<file path="config.mk">
export PLATFORM = sky130hd
export DESIGN_NAME = lhc_flags
export DESIGN_NICKNAME = d
export VERILOG_FILES = /design/src/shared/lhc_pkg.sv /design/src/design/lhc_flags.sv
export SDC_FILE = /design/constraint.sdc
export NUM_CORES = 1
export LEC_CHECK = 0
export BUFFER_PORTS_ARGS = -buffer_cell sky130_fd_sc_hd__buf_2
export CAP_MARGIN = 30
export CORE_AREA = 2 2 57 59
export CTS_BUF_LIST = sky130_fd_sc_hd__clkbuf_4 sky130_fd_sc_hd__clkbuf_8 sky130_fd_sc_hd__clkbuf_16
export CTS_CLUSTER_SIZE = 12
export DETAILED_ROUTE_END_ITERATION = 12
export DIE_AREA = 0 0 59 61
export HOLD_SLACK_MARGIN = 0.02
export PLACE_DENSITY = 0.9
export SLEW_MARGIN = 15
export SYNTH_ARGS = -nofsm -noshare
export SYNTH_HDL_FRONTEND = slang
export SYNTH_SLANG_ARGS = --single-unit
</file>
<file path="constraint.sdc">
create_clock -name mclk -period 2.22 [get_ports mclk]
set_input_delay 0 -clock mclk [delete_from_list [all_inputs] [get_ports mclk]]
set_output_delay 0 -clock mclk [all_outputs]
set_load 0.02 [all_outputs]
</file>
<file path="src/shared/lhc_pkg.sv">
// constants and carrier types for the host control flag bank
package lhc_pkg;

	// register bus
	localparam int ADDR_W = 12;
	localparam logic [ADDR_W-1:0] OFS_SET = 12'h050;
	localparam logic [ADDR_W-1:0] OFS_CLR = 12'h054;

	// flag positions
	localparam int POS_IMG_OK = 31;
	localparam int POS_SWAP   = 30;
	localparam int POS_LATE   = 29;
	localparam int POS_OWNER  = 23;
	localparam int POS_CONN   = 17;

	// values after reset
	localparam logic RST_IMG_OK = 1'b0;
	localparam logic RST_SWAP   = 1'b0;
	localparam logic RST_LATE   = 1'b0;
	localparam logic RST_CONN   = 1'b0;
	localparam logic RST_OWNER  = 1'b0;
	localparam logic DEF_OWNER  = 1'b1;
	localparam logic [31:0] RST_RDATA = 32'h0000_0000;

	// acknowledge codes sent back to a remote node
	localparam logic [3:0] ACK_NONE     = 4'h0;
	localparam logic [3:0] ACK_PENDING  = 4'h2;
	localparam logic [3:0] ACK_TARDY    = 4'hb;
	localparam logic [3:0] ACK_TYPE_ERR = 4'he;

	// inbound asynchronous request, one-cycle pulses
	typedef struct packed {
		logic romBlockRead;  // block read to host configuration rom
		logic ownAsync;      // any other async packet to this node
	} lhc_req_t;

	// acknowledge decision
	typedef struct packed {
		logic       valid;
		logic [3:0] code;
	} lhc_ack_t;

	// request disposition
	typedef enum logic [1:0] {
		DISP_DROP  = 2'b00,
		DISP_SERVE = 2'b01,
		DISP_ERROR = 2'b10,
		DISP_TARDY = 2'b11
	} lhc_disp_t;

endpackage

</file>
<file path="src/design/lhc_flags.sv">
// host controller control flag bank with set/clear addresses
//
// Decided for this implementation: the strobed register port.
`timescale 1ns/1ps
`default_nettype none

// Notes on behaviour
// (RULE_01) one flag register is reached through a set address and a clear address
// (RULE_02) ones set or clear flags, zeros do nothing, both addresses read flags
// (RULE_03) image valid lets the physical unit serve rom block reads and updates
// (RULE_04) image valid low answers rom block reads with ack_type_error
// (RULE_05) bus reset with image valid low leaves rom mapping registers unchanged
// (RULE_06) software builds the bus info image before setting image valid
// (RULE_07) image valid can only be set while node connect is low
// (RULE_08) image valid cleared by system reset, software reset or fetch error
// (RULE_09) swap bypass selects byte swapping of dma and outside physical data
// (RULE_10) late acknowledge permitted lets accesses, rom reads included, get ack_tardy
// (RULE_11) with late acknowledge, all other async packets to this node get ack_tardy
// (RULE_12) every ack_tardy sent raises the ack_tardy event
// (RULE_13) software clears and unmasks wake events before low power state
// (RULE_14) software keeps late acknowledge off while acting as bus manager
// (RULE_15) bits 28 to 24 read as zero
// (RULE_16) bit 23 is a read-only phy feature owner flag
// (RULE_17) software handles phy enhancements only when owner flag is one
// (RULE_18) owner flag loads from serial eeprom and defaults to one
// (RULE_19) owner flag cleared only by global reset, not system or software reset
// (RULE_20) node connect cleared by resets; while low the node ignores the bus (the code drops requests, but a bus reset still loads rom regs)
module lhc_flags (
	input  wire logic                      mclk,          // 125 MHz clock
	input  wire logic                      rst,           // system reset, sync, high
	input  wire logic                      ce,            // clock enable
	input  wire logic                      softReset,     // software reset level
	input  wire logic                      global_reset_n,// global reset pin, low
	input  wire logic                      eepromLoad,    // owner value strobe
	input  wire logic                      eepromOwner,   // owner value from eeprom
	input  wire logic [lhc_pkg::ADDR_W-1:0] regAddr,      // byte address
	input  wire logic [31:0]               regWrData,     // write data
	input  wire logic                      regWr,         // write strobe
	input  wire logic                      regRd,         // read strobe
	output logic      [31:0]               regRdData,     // read data, next cycle
	input  wire lhc_pkg::lhc_req_t         linkReq,       // inbound request pulses
	input  wire logic                      busReset,      // 1394 bus reset pulse
	input  wire logic                      fetchErr,      // bus info fetch error
	output lhc_pkg::lhc_ack_t              linkAck,       // acknowledge to send
	output logic                           romServe,      // start rom block read
	output logic                           reqForward,    // pass request onward
	output logic                           tardyEvent,    // ack_tardy event pulse
	output logic                           romRegsLoad,   // update rom regs on reset
	output logic                           romUpdateOn,   // atomic rom update enabled
	output logic                           swapBypass,    // no byte swap of data
	output logic                           nodeConnect,   // link connected
	output logic                           phyOwner       // phy feature owner flag
);
	import lhc_pkg::*;

	logic      imgOk;
	logic      lateAck;
	logic      ownerFlag;
	logic      gr1;
	logic      gr2;
	logic      gr3;
	logic      grstOn;
	logic      grstPrev;
	logic      anyReset;
	logic      wrSet;
	logic      wrClr;
	logic      rdHit;
	logic [31:0] flags;
	lhc_disp_t disp;
	logic      reqAny;

	// software reset clears the same state as a system reset, except read data, which only system reset clears
	assign anyReset = rst | softReset;

	// decode
	always_comb begin
		wrSet = 1'b0;
		wrClr = 1'b0;
		rdHit = 1'b0;
		if (regAddr == OFS_SET) begin
			wrSet = regWr; // [RULE_01]
			rdHit = regRd;
		end else if (regAddr == OFS_CLR) begin
			wrClr = regWr; // [RULE_01]
			rdHit = regRd;
		end
	end

	// read image; everything unlisted, 28..24 included, reads as zero
	always_comb begin
		flags = 32'h0000_0000; // [RULE_15]
		flags[POS_IMG_OK] = imgOk;
		flags[POS_SWAP] = swapBypass;
		flags[POS_LATE] = lateAck;
		flags[POS_OWNER] = ownerFlag; // [RULE_16]
		flags[POS_CONN] = nodeConnect;
	end

	// read data stands only in the cycle after the strobe
	always_ff @(posedge mclk) begin
		if (rst) begin
			regRdData <= RST_RDATA;
		end else if (ce) begin
			if (rdHit) begin
				regRdData <= flags; // [RULE_02]
			end else begin
				regRdData <= RST_RDATA;
			end
		end
	end

	// image valid: set only while disconnected, hardware fetch error clears it
	always_ff @(posedge mclk) begin
		if (anyReset) begin
			imgOk <= RST_IMG_OK; // [RULE_08]
		end else if (ce) begin
			if (fetchErr) begin
				imgOk <= 1'b0; // [RULE_08]
			end else if (wrSet && regWrData[POS_IMG_OK] && !nodeConnect) begin
				imgOk <= 1'b1; // [RULE_07]
			end
		end
	end

	// swap bypass
	always_ff @(posedge mclk) begin
		if (anyReset) begin
			swapBypass <= RST_SWAP;
		end else if (ce) begin
			if (wrSet && regWrData[POS_SWAP]) begin
				swapBypass <= 1'b1; // [RULE_02] [RULE_09]
			end else if (wrClr && regWrData[POS_SWAP]) begin
				swapBypass <= 1'b0; // [RULE_02] [RULE_09]
			end
		end
	end

	// late acknowledge permit
	always_ff @(posedge mclk) begin
		if (anyReset) begin
			lateAck <= RST_LATE;
		end else if (ce) begin
			if (wrSet && regWrData[POS_LATE]) begin
				lateAck <= 1'b1; // [RULE_02]
			end else if (wrClr && regWrData[POS_LATE]) begin
				lateAck <= 1'b0; // [RULE_02]
			end
		end
	end

	// node connect
	always_ff @(posedge mclk) begin
		if (anyReset) begin
			nodeConnect <= RST_CONN; // [RULE_20]
		end else if (ce) begin
			if (wrSet && regWrData[POS_CONN]) begin
				nodeConnect <= 1'b1; // [RULE_02]
			end else if (wrClr && regWrData[POS_CONN]) begin
				nodeConnect <= 1'b0; // [RULE_02]
			end
		end
	end

	// global reset pin: three stages, a change counts when stages two and three agree
	// system reset stays out of this path, else a pin held low during it would go unseen
	always_ff @(posedge mclk) begin
		if (ce) begin
			gr1 <= global_reset_n;
			gr2 <= gr1;
			gr3 <= gr2;
		end
	end

	always_ff @(posedge mclk) begin
		if (ce) begin
			if (gr2 == gr3) begin
				grstOn <= ~gr3;
			end
			grstPrev <= grstOn;
		end
	end

	// owner flag ignores system and software reset; it must see a global reset once
	always_ff @(posedge mclk) begin
		if (ce) begin
			if (grstOn) begin
				ownerFlag <= RST_OWNER; // [RULE_19]
			end else if (eepromLoad) begin
				ownerFlag <= eepromOwner; // [RULE_18]
			end else if (grstPrev) begin
				ownerFlag <= DEF_OWNER; // [RULE_18]
			end
		end
	end

	assign phyOwner = ownerFlag;
	assign romUpdateOn = imgOk; // [RULE_03]

	// a disconnected node drops every request without any answer
	assign reqAny = linkReq.romBlockRead | linkReq.ownAsync;

	always_comb begin
		disp = DISP_DROP;
		if (!nodeConnect) begin
			disp = DISP_DROP; // [RULE_20]
		end else if (lateAck && reqAny) begin
			disp = DISP_TARDY; // [RULE_10] [RULE_11]
		end else if (linkReq.romBlockRead) begin
			if (imgOk) begin
				disp = DISP_SERVE; // [RULE_03]
			end else begin
				disp = DISP_ERROR; // [RULE_04]
			end
		end else if (linkReq.ownAsync) begin
			disp = DISP_SERVE;
		end
	end

	// acknowledge and side effects, registered one cycle after the request
	always_ff @(posedge mclk) begin
		if (anyReset) begin
			linkAck <= '{valid: 1'b0, code: ACK_NONE};
			romServe <= 1'b0;
			reqForward <= 1'b0;
			tardyEvent <= 1'b0;
		end else if (ce) begin
			linkAck <= '{valid: 1'b0, code: ACK_NONE};
			romServe <= 1'b0;
			reqForward <= 1'b0;
			tardyEvent <= 1'b0;
			case (disp)
				DISP_TARDY: begin
					linkAck <= '{valid: 1'b1, code: ACK_TARDY}; // [RULE_11]
					tardyEvent <= 1'b1; // [RULE_12]
				end
				DISP_ERROR: begin
					linkAck <= '{valid: 1'b1, code: ACK_TYPE_ERR}; // [RULE_04]
				end
				DISP_SERVE: begin
					linkAck <= '{valid: 1'b1, code: ACK_PENDING};
					romServe <= linkReq.romBlockRead; // [RULE_03]
					reqForward <= ~linkReq.romBlockRead;
				end
				default: begin
					linkAck <= '{valid: 1'b0, code: ACK_NONE};
				end
			endcase
		end
	end

	// rom mapping, header and bus options only reload on bus reset with a valid image
	always_ff @(posedge mclk) begin
		if (anyReset) begin
			romRegsLoad <= 1'b0;
		end else if (ce) begin
			romRegsLoad <= busReset & imgOk; // [RULE_05]
		end
	end

endmodule

`default_nettype wire

</file>
==> impl_metrics.py <==
metrics = {
    "clocking": {
        "cts_tree": "built",
        "ctsResizeCount": 0,
        "clk_pin_slew_worst_paths_ns": 0.11,
        "numCtsBuffers": 3,
        "cts-root-buf": "clkbuf_4",
        "cts_sinks": 22,
        "cts_buffer_depth": 2,
        "cts_max_level": 1,
        "clock_latency_ns": 0.29,
    },
    "drt": {
        "ant_nets": 0,
        "wl_per_cell_um": 10.8,
        "drt_first_pass_iters": 4,
        "routed_wl_um": 2120,
        "drt-initial-drc-count": 16,
        "drc": 0,
        "viasPerCell": 4.57,
        "vias": 895,
    },
    "floorplan": {
        "io_pins": 102,
        "fp.dieW_um": 59,
        "rows": 20,
        "die-area_um2": 3600,
        "fp.dieH_um": 61,
        "start_util_pct": 37.2,
        "core_area_um2": 2950,
    },
    "timing": {
        "finalHoldViolations": 0,
        "fin_crit_ns": 1.54,
        "setup_viol": 0,
        "post-route-period-util_pct": 69.4,
        "skew_ns": 0.00453,
        "finalSetupTns_ns": 0,
        "fmax_mhz": 649,
        "holdWs_ns": 0.0496,
        "drv_slew": 0,
        "rsz0062_at_grt": "no",
    },
    "pwr": {
        "p_sw_share_pct": 25.4,
        "power_frac_seq_pct": 59.1,
        "p_sw_uw": 182,
        "internal-power_uw": 535,
        "p_leak_nw": 0.647,
        "ir_drop_mv": 0.179,
        "combPwrFrac_pct": 14.4,
        "p_clk_share_pct": 26.5,
        "p_per_area_nw_per_um2": 526,
        "power_uw": 717,
    },
    "worst_setup_path": {
        "crit_path_end": "nodeConnect",
        "crit_fanout": 7,
        "rrSetupSlack_ns": 0.71,
        "startpoint_type": "input pin",
        "crit_type": "in -> reg",
        "critPathLaunch": "regAddr[0]",
        "crit_path_end_kind": "register",
        "required_ns": 2.46,
        "worstPathArrival_ns": 1.78,
        "timing.rr.end": "romUpdateOn",
        "reg2reg_depth": 4,
        "r2r_start": "nodeConnect",
    },
    "logic_synthesis": {
        "yosys.area.top_type": "dfxtp_1",
        "synth_area_um2": 1100,
        "postSynthCellCount": 108,
        "synth-edff-count": 6,
        "ys_ff_latch": 22,
        "synthFlopType": "dfxtp_1",
        "synthTopCellsByArea": "dfxtp_1, buf_4, edfxtp_1, a22o_1, a21oi_1",
        "ys_seq_area_share_pct": 45.6,
        "synth_top_cell_area_share_pct": 29.2,
        "async_flop_share_pct": 0,
        "ys_warn_count": 0,
        "yosysUniqueCellTypes": 30,
        "synth_area_per_cell_um2": 10.2,
    },
    "placement": {
        "finalWeightedCongestion": 0.694,
        "dp_hpwl_um": 1670,
        "portBuffers": 46,
    },
    "job": {
        "cap_violations": 0,
    },
    "worst_hold_path": {
        "hold_class": "in -> reg",
        "whs_path_depth": 3,
    },
    "global_routing": {
        "antenna_found_initial": 0,
        "grt_max_degree": 14,
        "grt_pass1_wl_um": 3180,
        "first_global_vias": 751,
        "grt_use_total_pct": 12.0,
        "grt_overflow": 0,
    },
    "final_layout": {
        "nets": 221,
        "area_delta_synth_final_pct": 24.1,
        "diodes": 0,
        "finalCoreUtilization_pct": 46.2,
        "num-fill-cells": 305,
        "drive_gt1_share_pct": 35.6,
    },
    "outcome": {
        "status": "finished, final reports clean",
    },
}
[cell families (layout without fill, tap and decap cells)]
| family | after synthesis | count (layout) | share of synthesized area, % |
|---|---|---|---|
| AND/OR/NAND/NOR | 26 | 26 | 14.8 |
| XOR/XNOR | 1 | 1 | 0.797 |
| flip-flops | 22 | 22 | 45.6 |
| AO/OA/AOI/OAI | 23 | 23 | 15.3 |
| buffers and inverters | 35 | 64 | 23.2 |
| other | 1 | 27 | 0.341 |
[sequential cells by signal (all words and copies together), names as in the netlist]
register	flops
gr1	1
romUpdateOn	1
gr3	1
lateAck	1
grstPrev	1
tardyEvent	1
romRegsLoad	1
grstOn	1
romServe	1
nodeConnect	1
linkAck	3
regRdData	5
gr2	1
phyOwner	1
reqForward	1
swapBypass	1
[cells in the mapped netlist (2+ instances only)]
| master | count |
|---|---|
| buf_4 | 29 |
| dfxtp_1 | 16 |
| nor2_1 | 9 |
| a21oi_1 | 7 |
| edfxtp_1 | 6 |
| a22o_1 | 5 |
| nand2_1 | 4 |
| a21oi_2 | 3 |
| a311oi_1 | 3 |
| a31oi_1 | 2 |
| buf_6 | 2 |
| inv_1 | 2 |
| nand4b_1 | 2 |
| nor3_1 | 2 |
[final cells by class]
cell class                      count  area [µm²]  area share (%)
Sequential cell                    22         500            36.7
Multi-Input combinational cell     77         440            32.3
Timing Repair Buffer               57         340            25.0
Tap cell                           33        41.3            3.03
Clock buffer                        4        30.0            2.20
Inverter                            3        11.3           0.826
[through the flow]
stage,cell area [µm²],instances,setup WS [ns]
2_1_floorplan,1200,134,1.20
3_3_place_gp,1220,181,0.967
3_5_place_dp,1220,181,0.926
4_1_cts,1360,196,0.724
5_1_grt,1360,196,0.620
6_report,1360,196,0.678
[critical path, stage by stage]
cell and delay [ns]:
buf_2 0.10, nor4_2 0.30, and4_1 0.42, a21oi_2 0.09, a311oi_1 0.28, dlygate4sd3_1 0.59
[power by group through the flow]
stage	Sequential, mW	Combinational, mW	Clock, mW
2_1_floorplan	0.434	0.0943	0
3_3_place_gp	0.433	0.0924	0
3_5_place_dp	0.433	0.0933	0
4_1_cts	0.424	0.103	0.200
5_1_grt	0.425	0.113	0.215
6_report	0.424	0.103	0.190
[worst min path at each step]
stage / start / end / slack [ns]
2_1_floorplan: fetchErr / romUpdateOn / 0.1
3_3_place_gp: global_reset_n / gr1 / 0.18
3_5_place_dp: global_reset_n / gr1 / 0.18
4_1_cts: eepromOwner / phyOwner / 0.03
5_1_grt: eepromOwner / phyOwner / 0.03
6_report: eepromOwner / phyOwner / 0.05
[metal layers]
| metal | GRT usage (%) | wire [µm] |
|---|---|---|
| met1 | 12.9 | 869 |
| met2 | 22.2 | 1090 |
| met3 | 1.92 | 128 |
| met4 | 6.82 | 27 |
| met5 | 0 | 0 |
[what timing repair did]
action                                 4_1_cts  5_1_grt
hold buffers                                11        0
setup buffers                                0        0
endpoints found under the hold margin        7        0
[cells in the final DEF, fill, tap and decap left out, types with 2 or more instances in the layout]
cell type / netlist / routed
conb_1: 1 / 27
a311oi_1: 3 / 3
clkbuf_4: 0 / 4
buf_2: 0 / 46
a31oi_1: 2 / 2
nor3_1: 2 / 2
a22o_1: 5 / 5
a21oi_1: 7 / 7
nor2_1: 9 / 9
nand2_1: 4 / 4
edfxtp_1: 6 / 6
a21oi_2: 3 / 3
dfxtp_1: 16 / 16
inv_1: 2 / 2
dlygate4sd3_1: 0 / 11
nand4b_1: 2 / 2
No activity file was read; power rests on OpenSTA's default activity.
